$ cat src/verilog/usm_spi_defines.svh
// register offsets, field positions and reset values of the spi master
`ifndef USM_SPI_DEFINES_SVH
`define USM_SPI_DEFINES_SVH

// ------------------------------------------------------------
// register byte offsets
// ------------------------------------------------------------
`define USM_OFS_DATA     8'h00
`define USM_OFS_STATUS   8'h04
`define USM_OFS_CONTROL  8'h08
`define USM_OFS_MODE     8'h0C
`define USM_OFS_BAUD     8'h10

// ------------------------------------------------------------
// status field positions
// ------------------------------------------------------------
`define USM_ST_RXC       7
`define USM_ST_TXC       6
`define USM_ST_UDRE      5

// ------------------------------------------------------------
// control field positions
// ------------------------------------------------------------
`define USM_CT_RXCIE     7
`define USM_CT_TXCIE     6
`define USM_CT_TX_EMPTY_IRQ_ENABLE     5
`define USM_CT_RXEN      4
`define USM_CT_TXEN      3

// ------------------------------------------------------------
// mode field positions
// ------------------------------------------------------------
`define USM_MD_SEL_HI    7
`define USM_MD_SEL_LO    6
`define USM_MD_ORDER     2
`define USM_MD_CPHA      1
`define USM_MD_CPOL      0

// ------------------------------------------------------------
// reset values and counts
// ------------------------------------------------------------
`define USM_RST_CONTROL  8'h00
`define USM_RST_MODE     8'h06
`define USM_RST_BAUD     12'h000
`define USM_MSPI_SEL     2'h3
`define USM_LAST_EDGE    4'hF
`define USM_RX_DEPTH     2'h2

`endif

$ cat src/verilog/usm_spi_pkg.sv
// types shared by the spi master
package usm_spi_pkg;

   // ---------------------------------------------------------
   // engine phases
   // ---------------------------------------------------------
   typedef enum logic {USM_IDLE, USM_SHIFT} usm_phase_type;

   // ---------------------------------------------------------
   // whole module state
   // ---------------------------------------------------------
   typedef struct packed {
      usm_phase_type phase;
      logic [7:0]    control;
      logic [7:0]    mode;
      logic [11:0]   baud;
      logic [11:0]   div;
      logic [3:0]    half;
      logic [7:0]    txbuf;
      logic          txfull;
      logic [7:0]    tsr;
      logic [7:0]    rsr;
      logic [7:0]    rx0;
      logic [7:0]    rx1;
      logic [1:0]    rxcnt;
      logic          txc;
      logic          sck;
      logic          sdo;
      logic [1:0]    sdi_sync;
      logic [31:0]   prdata;
   } usm_state_type;

endpackage : usm_spi_pkg

$ cat src/verilog/usm_spi_top.sv
// usart based spi master with apb registers
//
// How it works
// - transmitter enable runs spi, drives serial out
// - optional receiver takes serial in pin
// - transfer clock pin driven only with the transmitter on, in spi mode
// - data register write starts each transfer
// - buffer moves to shifter once it frees
// - overflow drops newest byte, keeps older
// - frame, overrun, parity flags read zero
// - double transmit buffer, two-level receive buffer
// - no collision flag, no double speed
// - master only, no slave select input
// - polarity, phase, order as standard spi
// - receive flag tracks buffer, flush on disable
// - transmit flag sets when all sent
// - transmit flag cleared by acknowledge or one
// - empty flag high when buffer free, reset
// - empty flag can raise interrupt request
// - receive irq needs enable, global, flag
// - transmit irq needs enable, global, flag
// - both mode bits set select spi master
// - eight bit frames, msb or lsb first
// - setup and sample on opposite clock edges
// - empty irq enable with global flag set
//
// Our own choices: register access over APB and the address map.
`timescale 1ns/100ps
`include "usm_spi_defines.svh"

module usm_spi_top
(
   // clock and reset
   input  wire logic        CLOCK_I,
   input  wire logic        RSTN_I,
   // apb slave
   input  wire logic        PSEL_I,
   input  wire logic        PENABLE_I,
   input  wire logic        PWRITE_I,
   input  wire logic [7:0]  PADDR_I,
   input  wire logic [31:0] PWDATA_I,
   output logic      [31:0] PRDATA_O,
   output logic             PREADY_O,
   output logic             PSLVERR_O,
   // serial pins
   input  wire logic        SDI_I,
   output logic             SDI_SEL_O,
   output logic             SDO_O,
   output logic             SDO_OE_O,
   output logic             XCK_O,
   output logic             XCK_OE_O,
   // interrupt requests
   input  wire logic        GLOBAL_IE_I,
   input  wire logic        TXC_ACK_I,
   output logic             IRQ_RXC_O,
   output logic             IRQ_TXC_O,
   output logic             IRQ_UDRE_O
);

   // ---------------------------------------------------------
   // helpers
   // ---------------------------------------------------------

   // bit that leaves the shifter next
   function automatic logic pick_bit(input logic [7:0] sr, input logic lsb);
      pick_bit = lsb ? sr[0] : sr[7];
   endfunction : pick_bit

   // shifter after one bit has left
   function automatic logic [7:0] drop_bit(input logic [7:0] sr,
                                           input logic lsb);
      drop_bit = lsb ? {1'b0, sr[7:1]} : {sr[6:0], 1'b0};
   endfunction : drop_bit

   // address decode for reads and writes
   function automatic logic hit(input logic [7:0] a, input logic [7:0] o);
      hit = (a == o);
   endfunction : hit

   // ---------------------------------------------------------
   // state
   // ---------------------------------------------------------
   usm_spi_pkg::usm_state_type s_reg;
   usm_spi_pkg::usm_state_type s_next;

   logic       spi_on;
   logic       txen_eff;
   logic       mapped;
   logic       acc;
   logic [7:0] stat;

   // mode and deferred transmitter disable
   // a cleared transmit enable keeps the pins driven
   // until the shifter and the buffer have drained,
   // so a queued byte is never cut off mid frame
   assign spi_on   = (s_reg.mode[`USM_MD_SEL_HI:`USM_MD_SEL_LO]
                      == `USM_MSPI_SEL);
   assign txen_eff = s_reg.control[`USM_CT_TXEN] | s_reg.txfull
                     | (s_reg.phase == usm_spi_pkg::USM_SHIFT);
   assign acc      = PSEL_I & PENABLE_I;
   assign mapped   = hit(PADDR_I, `USM_OFS_DATA)
                     | hit(PADDR_I, `USM_OFS_STATUS)
                     | hit(PADDR_I, `USM_OFS_CONTROL)
                     | hit(PADDR_I, `USM_OFS_MODE)
                     | hit(PADDR_I, `USM_OFS_BAUD);

   // status image, error flags and low bits zero
   // error flags do not exist in this mode, so the
   // frame, overrun and parity positions read zero
   always_comb
   begin
      stat                = 8'h00;
      stat[`USM_ST_RXC]   = (s_reg.rxcnt != 2'h0);
      stat[`USM_ST_TXC]   = s_reg.txc;
      stat[`USM_ST_UDRE]  = ~s_reg.txfull;
   end

   // ---------------------------------------------------------
   // next state
   // ---------------------------------------------------------
   always_comb
   begin
      logic       lsb;
      logic       cpha;
      logic       lead;
      logic       rx_push;
      logic       load;
      logic       set_txc;
      logic [1:0] cnt;
      logic [7:0] word;

      s_next   = s_reg;
      lsb      = s_reg.mode[`USM_MD_ORDER];
      cpha     = s_reg.mode[`USM_MD_CPHA];
      lead     = ~s_reg.half[0];
      rx_push  = 1'b0;
      load     = 1'b0;
      set_txc  = 1'b0;
      cnt      = s_reg.rxcnt;
      word     = s_reg.rsr;

      // two-flop input synchroniser
      s_next.sdi_sync = {s_reg.sdi_sync[0], SDI_I};

      // read data captured in setup phase
      // capturing here lets PRDATA come straight from a
      // flop while the access phase ends with no wait
      if (PSEL_I && !PENABLE_I)
      begin
         case (PADDR_I)
            `USM_OFS_DATA:    s_next.prdata = {24'h000000, s_reg.rx0};
            `USM_OFS_STATUS:  s_next.prdata = {24'h000000, stat};
            `USM_OFS_CONTROL: s_next.prdata = {24'h000000, s_reg.control};
            `USM_OFS_MODE:    s_next.prdata = {24'h000000, s_reg.mode};
            `USM_OFS_BAUD:    s_next.prdata = {20'h00000, s_reg.baud};
            default:          s_next.prdata = 32'h00000000;
         endcase
      end

      // register writes
      // spare control and mode bits are stored as zero
      // so that they always read back as zero
      if (acc && PWRITE_I)
      begin
         if (hit(PADDR_I, `USM_OFS_CONTROL))
            s_next.control = {PWDATA_I[7:3], 3'h0};
         if (hit(PADDR_I, `USM_OFS_MODE))
            s_next.mode = {PWDATA_I[7:6], 3'h0, PWDATA_I[2:0]};
         if (hit(PADDR_I, `USM_OFS_BAUD))
            s_next.baud = PWDATA_I[11:0];
         // write one clears transmit complete
         if (hit(PADDR_I, `USM_OFS_STATUS) && PWDATA_I[`USM_ST_TXC])
            s_next.txc = 1'b0;
         // data write fills the transmit buffer
         // a write that finds the buffer full is dropped,
         // software polls the empty flag first
         if (hit(PADDR_I, `USM_OFS_DATA) && spi_on && !s_reg.txfull
             && s_reg.control[`USM_CT_TXEN])
         begin
            s_next.txbuf  = PWDATA_I[7:0];
            s_next.txfull = 1'b1;
         end
      end
      if (TXC_ACK_I)
         s_next.txc = 1'b0;

      // bit engine, baud divider paces each half period
      // a half period lasts baud plus one clocks and the
      // toggle appears on the pin one clock after div
      // reaches zero; the sampled input lags the pin by
      // two clocks through the synchroniser, so a slave
      // must hold its bit three clocks past its edge,
      // which a baud of zero or one does not leave
      case (s_reg.phase)
         usm_spi_pkg::USM_IDLE:
         begin
            s_next.sck = s_reg.mode[`USM_MD_CPOL];
            s_next.sdo = 1'b1;
            load       = 1'b1;
         end
         usm_spi_pkg::USM_SHIFT:
         begin
            if (s_reg.div != 12'h000)
               s_next.div = s_reg.div - 12'h001;
            else
            begin
               s_next.div  = s_reg.baud;
               s_next.half = s_reg.half + 4'h1;
               s_next.sck  = ~s_reg.sck;
               // sample on one edge, set up on the other
               if (lead != cpha)
               begin
                  word = lsb ? {s_reg.sdi_sync[1], s_reg.rsr[7:1]}
                             : {s_reg.rsr[6:0], s_reg.sdi_sync[1]};
                  s_next.rsr = word;
               end
               else if (cpha || s_reg.half != `USM_LAST_EDGE)
               begin
                  s_next.sdo = pick_bit(s_reg.tsr, lsb);
                  s_next.tsr = drop_bit(s_reg.tsr, lsb);
               end
               // end of an eight bit frame
               if (s_reg.half == `USM_LAST_EDGE)
               begin
                  rx_push = s_reg.control[`USM_CT_RXEN];
                  load    = 1'b1;
                  if (!s_reg.txfull)
                  begin
                     s_next.phase = usm_spi_pkg::USM_IDLE;
                     set_txc      = 1'b1;
                  end
               end
            end
         end
         default:
         begin
            s_next.phase = usm_spi_pkg::USM_IDLE;
         end
      endcase

      // buffered byte enters the free shifter at once
      // loading on the final edge keeps back to back
      // frames free of any idle gap; with phase zero
      // the first bit is put out ahead of the first edge
      if (load && s_reg.txfull && spi_on)
      begin
         s_next.phase  = usm_spi_pkg::USM_SHIFT;
         s_next.txfull = 1'b0;
         s_next.half   = 4'h0;
         s_next.div    = s_reg.baud;
         s_next.tsr    = s_reg.txbuf;
         if (!cpha)
         begin
            s_next.sdo = pick_bit(s_reg.txbuf, lsb);
            s_next.tsr = drop_bit(s_reg.txbuf, lsb);
         end
      end

      // set beats clear on transmit complete
      // an acknowledge or write one in the same cycle as
      // the end of a frame must not lose the event
      if (set_txc)
         s_next.txc = 1'b1;

      // receive buffer, read pops oldest first
      // rx0 holds the oldest byte and rx1 the next one;
      // the pop is applied before the push so a read and
      // a new byte in one cycle keep their order
      if (acc && !PWRITE_I && hit(PADDR_I, `USM_OFS_DATA)
          && s_reg.rxcnt != 2'h0)
      begin
         s_next.rx0 = s_reg.rx1;
         cnt        = cnt - 2'h1;
      end
      // newest byte is lost when both levels are full
      // older unread bytes stay as they were
      if (rx_push && cnt != `USM_RX_DEPTH)
      begin
         if (cnt == 2'h0)
            s_next.rx0 = word;
         else
            s_next.rx1 = word;
         cnt = cnt + 2'h1;
      end
      s_next.rxcnt = cnt;

      // receiver disable flushes the buffer
      // flush wins over a byte arriving in the same cycle
      if (!s_reg.control[`USM_CT_RXEN])
         s_next.rxcnt = 2'h0;
   end

   // ---------------------------------------------------------
   // state register
   // ---------------------------------------------------------
   // reset clears all state, then the fields with non
   // zero defaults get their values
   always_ff @(posedge CLOCK_I or negedge RSTN_I)
   begin
      if (!RSTN_I)
      begin
         s_reg          <= '0;
         s_reg.phase    <= usm_spi_pkg::USM_IDLE;
         s_reg.control  <= `USM_RST_CONTROL;
         s_reg.mode     <= `USM_RST_MODE;
         s_reg.baud     <= `USM_RST_BAUD;
         s_reg.sdo      <= 1'b1;
      end
      else
         s_reg <= s_next;
   end

   // ---------------------------------------------------------
   // outputs
   // ---------------------------------------------------------

   // apb answer, zero wait states
   // unmapped addresses answer with an error and
   // have no effect on any register
   assign PRDATA_O  = s_reg.prdata;
   assign PREADY_O  = 1'b1;
   assign PSLVERR_O = acc & ~mapped;

   // pin overrides, master only so no select input
   // the clock pin is driven only in spi master mode
   assign SDO_O     = s_reg.sdo;
   assign SDO_OE_O  = txen_eff;
   assign SDI_SEL_O = s_reg.control[`USM_CT_RXEN];
   assign XCK_O     = s_reg.sck;
   assign XCK_OE_O  = txen_eff & spi_on;

   // interrupt requests gated by the global flag
   // requests are levels and fall as soon as the flag,
   // its enable or the global flag goes low
   assign IRQ_RXC_O  = GLOBAL_IE_I & s_reg.control[`USM_CT_RXCIE]
                       & stat[`USM_ST_RXC];
   assign IRQ_TXC_O  = GLOBAL_IE_I & s_reg.control[`USM_CT_TXCIE]
                       & s_reg.txc;
   assign IRQ_UDRE_O = GLOBAL_IE_I & s_reg.control[`USM_CT_TX_EMPTY_IRQ_ENABLE]
                       & stat[`USM_ST_UDRE];

endmodule : usm_spi_top
$ cat config.mk
export PLATFORM = sky130hd
export DESIGN_NAME = usm_spi_top
export DESIGN_NICKNAME = d
export VERILOG_FILES = /design/src/verilog/usm_spi_pkg.sv /design/src/verilog/usm_spi_top.sv
export VERILOG_INCLUDE_DIRS = /design/src /design/src/verilog
export SDC_FILE = /design/constraint.sdc
export NUM_CORES = 1
export LEC_CHECK = 0
export ABC_AREA = 1
export BUFFER_PORTS_ARGS = -buffer_cell sky130_fd_sc_hd__buf_2
export CORE_AREA = 2 2 99 120
export DETAILED_ROUTE_END_ITERATION = 8
export DIE_AREA = 0 0 101 122
export PLACE_DENSITY = 0.87
export SETUP_SLACK_MARGIN = 0.2
export SYNTH_ARGS = -nofsm -noshare
export SYNTH_HDL_FRONTEND = slang
export SYNTH_SLANG_ARGS = --single-unit
$ cat constraint.sdc
create_clock -name CLOCK_I -period 2.1 [get_ports CLOCK_I]
set_input_delay 0.21 -clock CLOCK_I [delete_from_list [all_inputs] [get_ports CLOCK_I]]
set_output_delay 0.21 -clock CLOCK_I [all_outputs]
set_load 0.03 [all_outputs]
==> summary.txt, run 1 <==
ROUTING
--------------------------------------------------------------------------------------
Routed length per instance                                                     14.5 um
DRT antenna net count                                                                0
Vias per std cell                                                                 5.34
Overall via count from detail_route                                              5,220
Final routed wirelength across all metal layers                              14,200 um
DRC                                                                                  0
Length of the first detailed-routing pass in iterations                              8
Starting DRT DRC Count                                                             509

CTS
--------------------------------------------------------------------------------------
Clk buf depth                                                                        2
Clock slew at the register clock pins of the worst setup and hold paths        0.07 ns
Clock network latency to the later pin of the worst-skew pair                  0.36 ns
CTS tree                                                                           yes
Max H-tree Level                                                                     3
Number of buffers created by CTS                                                     9
CTS root buffer                                                           sky130_fd_sc_hd__clkbuf_16
Clock Sinks                                                                         99

CELLS AND AREA
--------------------------------------------------------------------------------------
Non-Filler Instances                                                               977
Number of antenna cells inserted                                                     0
Nets                                                                               890
Commonest non-fill, non-tap cell in the layout                            sky130_fd_sc_hd__nand2_1
Fraction of final layout cells with drive strength greater than 1                18.6%
Final instance area                                                         6620 sq um
Top library cells by usage in the layout, fill and taps aside             sky130_fd_sc_hd__nand2_1 (285), sky130_fd_sc_hd__dfrtp_1 (96), sky130_fd_sc_hd__nand3_1 (59)
Largest register FFs                                                                83
Area growth, synth to finish                                                     16.6%

FLOORPLANNING
--------------------------------------------------------------------------------------
Die area                                                                  12,300 sq um
Starting density of the core                                                     50.2%
Top Ports                                                                           90
X dimension of the die                                                          101 um
Site Rows                                                                           43
Height of the die                                                               122 um
Core outline area                                                         11,300 sq um

CRITICAL PATH
--------------------------------------------------------------------------------------
Biggest fanout along the worst timing path                                           9
CP Data Required Time                                                          2.34 ns
Worst-path cell chain                                                     inv_1 > ha_4 > nand2_2 > nor2_4 > nand3_1 > nand2_2 > nand2_4 > nand2_4 > clkinvlp_4 > nand2_1 > nand2_1
Critical path arrival                                                          2.08 ns
Critical path endpoint category                                              flip-flop
Sum of buffers and inverters on the critical path                                    2
Worst r2r src                                                                s_reg[85]
Setup CP Type                                                               reg -> reg
Gate family responsible for the most delay along the worst path           simple AND/OR/NAND/NOR gates
Max stage delay cell, worst path                                          sky130_fd_sc_hd__dfrtp_1
Startpoint type of the worst setup path                                      flip-flop
Largest stage delay on the critical path                                       0.40 ns
Crit path from                                                               s_reg[85]

SYNTH
--------------------------------------------------------------------------------------
Proportion of synthesized chip area in sequential cells                          43.7%
Synth warn                                                                           0
#FFs+latches synth                                                                  99
Library cells used by synthesis                                                     41
Number of enable-type register cells in the synthesized netlist                      0
Area of the mapped netlist                                                  5680 sq um
Avg Cell Area, Syn                                                          7.34 sq um
Synth Flop Type                                                           sky130_fd_sc_hd__dfrtp_1
Async set-or-reset flop fraction in the synthesized netlist                       100%
Cells after synthesis                                                              773

GLOBAL ROUTING
--------------------------------------------------------------------------------------
Largest net degree at the start of global routing                                   54
Grt ovf                                                                              0
Antenna violations before repair                                                     0
GRT Resource Usage Total                                                         23.2%
Wire length of the first global-routing pass                                 22,300 um
Vias in the first global route                                                   4,833

TIMING
--------------------------------------------------------------------------------------
Final setup violation count                                                          0
Clk_skew                                                                     0.0116 ns
Final Cycle Share                                                                87.7%
Transition at the pin with the smallest max-transition slack                  0.564 ns
Slew Viols, Final                                                                    0
Hold Slack                                                                   0.0443 ns
Unrepaired setup endpoints after global routing                                    yes
Setup TNS                                                                         0 ns
Hold Vio Cnt, Final                                                                  0
Max transition margin                                                            62.3%
Max Fclk                                                                       543 MHz
Crit path time final                                                           1.84 ns

PWR
--------------------------------------------------------------------------------------
Pleak                                                                          3.44 nW
NetSw                                                                         0.956 mW
Fraction of power consumed by sequential logic                                   49.8%
Switching fraction of total power                                                24.6%
Internal power                                                                 2.93 mW
Highest ir drop seen on vdd                                                 0.000326 V
Power share of the clock group                                                   43.6%
P per Cell Area                                                            587 nW/um^2
PnR Total Power                                                                3.89 mW
Share of total power in combinational logic                                       6.6%

HOLD PATH
--------------------------------------------------------------------------------------
Min-delay src                                                                TXC_ACK_I
Classification of the worst-slack hold path                                  in -> reg

PLACE
--------------------------------------------------------------------------------------
Placed instance count                                                              947
Placed standard-cell area                                                   6060 sq um
HPWL after detailed placement                                                  9800 um
Count of port buffers added during placement                                        48
Global placement routability congestion                                          0.896

RUN
--------------------------------------------------------------------------------------
Number of max-cap violations                                                         0

RUN STATUS
--------------------------------------------------------------------------------------
Status                                                                       completed

[cell families (layout without fill, tap and decap cells)]
family	count (synthesis)	in the layout	share of synthesized area (%)
AND/OR/NAND/NOR	444	444	33.0
buffers and inverters	120	170	10.4
flip-flops	99	99	43.7
AO/OA/AOI/OAI	83	83	8.18
multiplexers	12	12	2.20
XOR/XNOR	8	8	1.23
adder cells (fa/ha/maj)	5	5	1.10
other	2	21	0.132
[metrics by stage]
step,utilization (%),setup WS [ns]
2_1_floorplan,-,0.199
3_3_place_gp,53.7,0.161
3_5_place_dp,53.7,0.123
4_1_cts,56.7,0.162
5_1_grt,58.6,0.142
6_report,58.6,0.259
[final timing paths]
path                       slack (ns)         to  cells past startpoint
hold reg to reg                  0.36  s_reg[33]                      0
min in group asynchronous        0.28  s_reg[68]                      2
setup reg to reg                 0.26  s_reg[90]                     11
hold / removal                   0.04  s_reg[36]                      2
setup / recovery                 0.26  s_reg[90]                     11
max in group asynchronous        1.19  s_reg[57]                      3
[repair_timing]
| item | 4_1_cts | 5_1_grt |
|---|---|---|
| gates resized for setup | 6 | 32 |
| buffers inserted | 1 | 9 |
| pin swaps | 1 | 4 |
| cloned | 0 | 2 |
| endpoints found under the hold margin | 18 | 0 |
| hold buffers | 2 | 0 |
| endpoints found under the setup margin | 40 | 50 |
[Yosys cell counts, drive strengths merged (2+ instances only)]
| master | number | area, sq um |
|---|---|---|
| buf | 44 | 308 |
| xnor2 | 3 | 26.3 |
| inv | 63 | 236 |
| nand2 | 298 | 1140 |
| clkbuf | 13 | 48.8 |
| nor3 | 23 | 120 |
| a21oi | 10 | 53.8 |
| o21ai | 59 | 307 |
| nor2 | 54 | 251 |
| dfstp | 3 | 78.8 |
| o211ai | 3 | 22.5 |
| xor2 | 5 | 43.8 |
| o31ai | 4 | 30.0 |
| mux2i | 8 | 80.1 |
| a22oi | 2 | 15.0 |
| mux2 | 4 | 45.0 |
| dfrtp | 96 | 2400 |
| ha | 5 | 62.6 |
| conb | 2 | 7.51 |
| nand4 | 6 | 37.5 |
| nand3 | 59 | 295 |
| a31oi | 2 | 12.5 |
[worst register-to-register path, stage by stage, from the launching register on]
cell and delay (ns):
sky130_fd_sc_hd__dfrtp_1 0.40, sky130_fd_sc_hd__inv_1 0.10, sky130_fd_sc_hd__ha_4 0.15, sky130_fd_sc_hd__nand2_2 0.08, sky130_fd_sc_hd__nor2_4 0.17, sky130_fd_sc_hd__nand3_1 0.13
sky130_fd_sc_hd__nand2_2 0.11, sky130_fd_sc_hd__nand2_4 0.11, sky130_fd_sc_hd__nand2_4 0.15, sky130_fd_sc_hd__clkinvlp_4 0.18, sky130_fd_sc_hd__nand2_1 0.10, sky130_fd_sc_hd__nand2_1 0.06
[routing by layer]
layer,global-route usage [%],vias up,routed length (um)
li1,-,2546,-
met1,28.0,2447,5730
met2,40.3,191,7420
met3,4.48,36,678
met4,9.54,0,372
met5,0,-,0
[power groups by stage]
stage	Combinational, mW	Sequential [mW]	Clock [mW]
global route	0.286	1.94	1.79
CTS	0.251	1.94	1.70
global placement	0.244	1.97	0
detailed placement	0.246	1.97	0
finish	0.258	1.94	1.69
floorplan	0.175	1.97	0
[cell type report]
class                   instances  area (sq um)
fillers                      1005          4680
multi-input cells             573          2810
flip-flops and latches         99          2480
repair buffers                 90           599
inverters                      63           250
clock buffers                  10           229
well taps                     135           169
clock inverters                 6          71.3
repair inverters                1          7.51
(Power assumes the default switching activity.)
==> run 2, diff against run 1 <==
--- a/config.mk
+++ b/config.mk
@@ -6,12 +6,11 @@
 export SDC_FILE = /design/constraint.sdc
 export NUM_CORES = 1
 export LEC_CHECK = 0
-export ABC_AREA = 1
 export BUFFER_PORTS_ARGS = -buffer_cell sky130_fd_sc_hd__buf_2
-export CORE_AREA = 2 2 99 120
+export CORE_AREA = 2 2 98 119
 export DETAILED_ROUTE_END_ITERATION = 8
-export DIE_AREA = 0 0 101 122
-export PLACE_DENSITY = 0.87
+export DIE_AREA = 0 0 100 121
+export PLACE_DENSITY = 0.75
 export SETUP_SLACK_MARGIN = 0.2
 export SYNTH_ARGS = -nofsm -noshare
 export SYNTH_HDL_FRONTEND = slang
==> summary.txt, run 2 <==
RUN STATUS
--------------------------------------------------------------------------------------
Status                                                                    complete, but fails checks
Violated checks                                                           negative setup slack

CELLS AND AREA
--------------------------------------------------------------------------------------
Commonest non-fill, non-tap cell in the layout                            sky130_fd_sc_hd__dfrtp_1
Fraction of final layout cells with drive strength greater than 1                44.3%
Non-Filler Instances                                                               757
Top library cells by usage in the layout, fill and taps aside             sky130_fd_sc_hd__dfrtp_1 (96), sky130_fd_sc_hd__buf_4 (58), sky130_fd_sc_hd__buf_2 (46)
Nets                                                                               673
Number of antenna cells inserted                                                     0
Area growth, synth to finish                                                     28.0%
Utilization of the core after routing                                            64.3%
Final instance area                                                         7030 sq um
Largest register FFs                                                                83

SYNTH
--------------------------------------------------------------------------------------
Area of the mapped netlist                                                  5490 sq um
Library cells used by synthesis                                                     68
Proportion of synthesized chip area in sequential cells                          45.2%
Number of enable-type register cells in the synthesized netlist                      0
Cells after synthesis                                                              525
#FFs+latches synth                                                                  99
Share of the synthesized area in the top cell type                               43.8%
Cell with the most instances after synthesis                              sky130_fd_sc_hd__dfrtp_1
Largest area contributor in the synthesized netlist                       sky130_fd_sc_hd__dfrtp_1
Avg Cell Area, Syn                                                          10.5 sq um
Top area cells in the synthesized netlist                                 sky130_fd_sc_hd__dfrtp_1 (44%), sky130_fd_sc_hd__mux2_2 (9.6%), sky130_fd_sc_hd__mux2i_1 (5.8%), sky130_fd_sc_hd__buf_4 (4.8%), sky130_fd_sc_hd__nand2_1 (3.1%)
Most common library cells after synthesis                                 sky130_fd_sc_hd__dfrtp_1 (96), sky130_fd_sc_hd__mux2_2 (47), sky130_fd_sc_hd__nand2_1 (45)
Synth Flop Type                                                           sky130_fd_sc_hd__dfrtp_1
Synth warn                                                                           0
Async set-or-reset flop fraction in the synthesized netlist                       100%

CTS
--------------------------------------------------------------------------------------
Number of buffers created by CTS                                                     9
CTS tree                                                                           yes
Clk buf depth                                                                        2
Max H-tree Level                                                                     3
CTS root buffer                                                           sky130_fd_sc_hd__clkbuf_16
Clock network latency to the later pin of the worst-skew pair                  0.35 ns
Clock Sinks                                                                         99
Clock slew at the register clock pins of the worst setup and hold paths        0.07 ns

ROUTING
--------------------------------------------------------------------------------------
DRC                                                                                  0
Overall via count from detail_route                                              4,512
Length of the first detailed-routing pass in iterations                              4
DRT antenna net count                                                                0
Final routed wirelength across all metal layers                              15,400 um
Starting DRT DRC Count                                                             264
Vias per std cell                                                                 5.96
Routed length per instance                                                     20.3 um

TIMING
--------------------------------------------------------------------------------------
Slew Viols, Final                                                                    0
Final setup violation count                                                          8
Clk_skew                                                                    0.00693 ns
Crit path time final                                                           2.19 ns
Setup TNS                                                                    -0.657 ns
Max Fclk                                                                       458 MHz
Max transition margin                                                            60.0%
Transition at the pin with the smallest max-transition slack                  0.599 ns
Unrepaired setup endpoints after global routing                                    yes
Final Cycle Share                                                                 104%
Final worst setup slack                                                     -0.0857 ns
Hold Slack                                                                   0.0903 ns
Hold Vio Cnt, Final                                                                  0

PLACE
--------------------------------------------------------------------------------------
Global placement routability congestion                                          0.888
Placed standard-cell area                                                   6050 sq um
HPWL after detailed placement                                                10,000 um
Count of port buffers added during placement                                        48
Placed instance count                                                              719

CRITICAL PATH
--------------------------------------------------------------------------------------
CP Data Required Time                                                          2.34 ns
Crit path from                                                               s_reg[37]
Largest stage delay on the critical path                                       0.35 ns
Setup CP Type                                                               reg -> reg
Critical path's most frequent cell                                        sky130_fd_sc_hd__ha_4
Worst setup slack for register-to-register paths                              -0.09 ns
Startpoint type of the worst setup path                                      flip-flop
Worst-path cell chain                                                     inv_2 > ha_4 > nor4_4 > and2_4 > mux2i_4 > ha_4 > nor3b_4 > nand3_4 > mux2_4
Max stage delay cell, worst path                                          sky130_fd_sc_hd__dfrtp_1
Worst r2r src                                                                s_reg[37]
Critical path endpoint category                                              flip-flop
Critical path arrival                                                          2.43 ns
Biggest fanout along the worst timing path                                           8

HOLD PATH
--------------------------------------------------------------------------------------
Min-delay src                                                              PWDATA_I[8]
Classification of the worst-slack hold path                                  in -> reg

GLOBAL ROUTING
--------------------------------------------------------------------------------------
Met3 track demand over resource in global routing                                3.40%
Grt ovf                                                                              0
Wire length of the first global-routing pass                                 22,400 um
Global Route met2 Usage                                                          41.1%
M1 GR Usage                                                                      30.2%
Antenna violations before repair                                                     0
GRT Resource Usage Total                                                         24.1%
Largest net degree at the start of global routing                                   44
Vias in the first global route                                                   4,289
Most Used Layer, Global Route                                                     met2

FLOORPLANNING
--------------------------------------------------------------------------------------
Starting density of the core                                                     50.2%
Die area                                                                  12,100 sq um
Top Ports                                                                           90
X dimension of the die                                                          100 um
Site Rows                                                                           42
Core outline area                                                         10,900 sq um
Height of the die                                                               121 um

PWR
--------------------------------------------------------------------------------------
Highest ir drop seen on vdd                                                 0.000495 V
Pleak                                                                          3.33 nW
P per Cell Area                                                            554 nW/um^2

RUN
--------------------------------------------------------------------------------------
Number of max-cap violations                                                         0

==> run 2: cell types whose count changed in the layout (fill, tap and decap cells not counted), sizes merged, moves of 9 or more <==
cell,before,now
nand2,298,45
mux2,4,56
inv,63,12
nand3,59,12
buf,88,119
mux2i,8,32
o21ai,59,40
nor2,54,36
and3,1,13
nor3,23,11
a31oi,2,11
==> run 2: worst paths after layout <==
kind / cells past startpoint / endpoint
min in group asynchronous: 2 / PRDATA_O[3]
min reg2reg: 0 / s_reg[33]
min: 2 / s_reg[104]
max in group asynchronous: 3 / s_reg[84]
max reg2reg: 9 / s_reg[52]
max: 9 / s_reg[52]
==> run 2: kinds of logic (layout without fill, tap and decap cells) <==
group | Yosys count | after routing | share of synthesized area [%]
AOI/OAI and AO/OA | 96 | 96 | 10.9
xor gates and xnor gates | 2 | 2 | 0.319
adders and majority gates | 5 | 5 | 1.14
buffers and inverters | 67 | 148 | 7.20
DFF | 99 | 99 | 45.2
muxes | 90 | 90 | 18.7
other | 2 | 21 | 0.137
and+or+nand+nor | 164 | 164 | 16.4
==> run 2: power by group <==
group	internal, mW	switching, mW	total, mW
logic	0.0666	0.169	0.236
clock network	0.964	0.763	1.73
registers	1.92	0.0142	1.93
total	2.95	0.946	3.90
==> run 2: cell type report <==
| class | instances | area [sq um] |
|---|---|---|
| flip-flops and latches | 99 | 2480 |
| fillers | 774 | 3900 |
| multi-input cells | 378 | 3160 |
| well taps | 132 | 165 |
| repair buffers | 121 | 880 |
| clock buffers | 11 | 243 |
| inverters | 11 | 41.3 |
| clock inverters | 5 | 62.6 |
==> run 2: repair_timing <==
action                     4_1_cts  5_1_grt
hold endpoints to repair        40        0
setup buffers                    9        9
pin swaps                       16       36
hold buffers                     2        0
gates cloned                     1        1
setup endpoints to repair       39       51
gates resized for setup         31      103
==> run 2: layer usage <==
layer,vias to the layer above,share of wire [%],wire [um]
li1,2040,-,-
met1,2244,39,6020
met2,192,52,8000
met3,36,5.9,911
met4,0,2.8,434
met5,-,0,0
==> run 2: worst max-delay path: cells and delay by family (launching register included) <==
kind | cells | cell delay (ns)
buffers and inverters | 1 | 0.06
AND/OR/NAND/NOR | 4 | 0.87
multiplexers | 2 | 0.43
flip-flops | 1 | 0.35
adder cells (fa/ha/maj) | 2 | 0.35
==> run 2: stage by stage <==
step | worst slack, ns | total power, mW
after floorplan | -0.247 | 2.12
after global placement | -0.299 | 2.19
after detailed placement | -0.380 | 2.20
after CTS | 0.00204 | 3.89
after global routing | -0.178 | 3.99
final | -0.0857 | 3.90
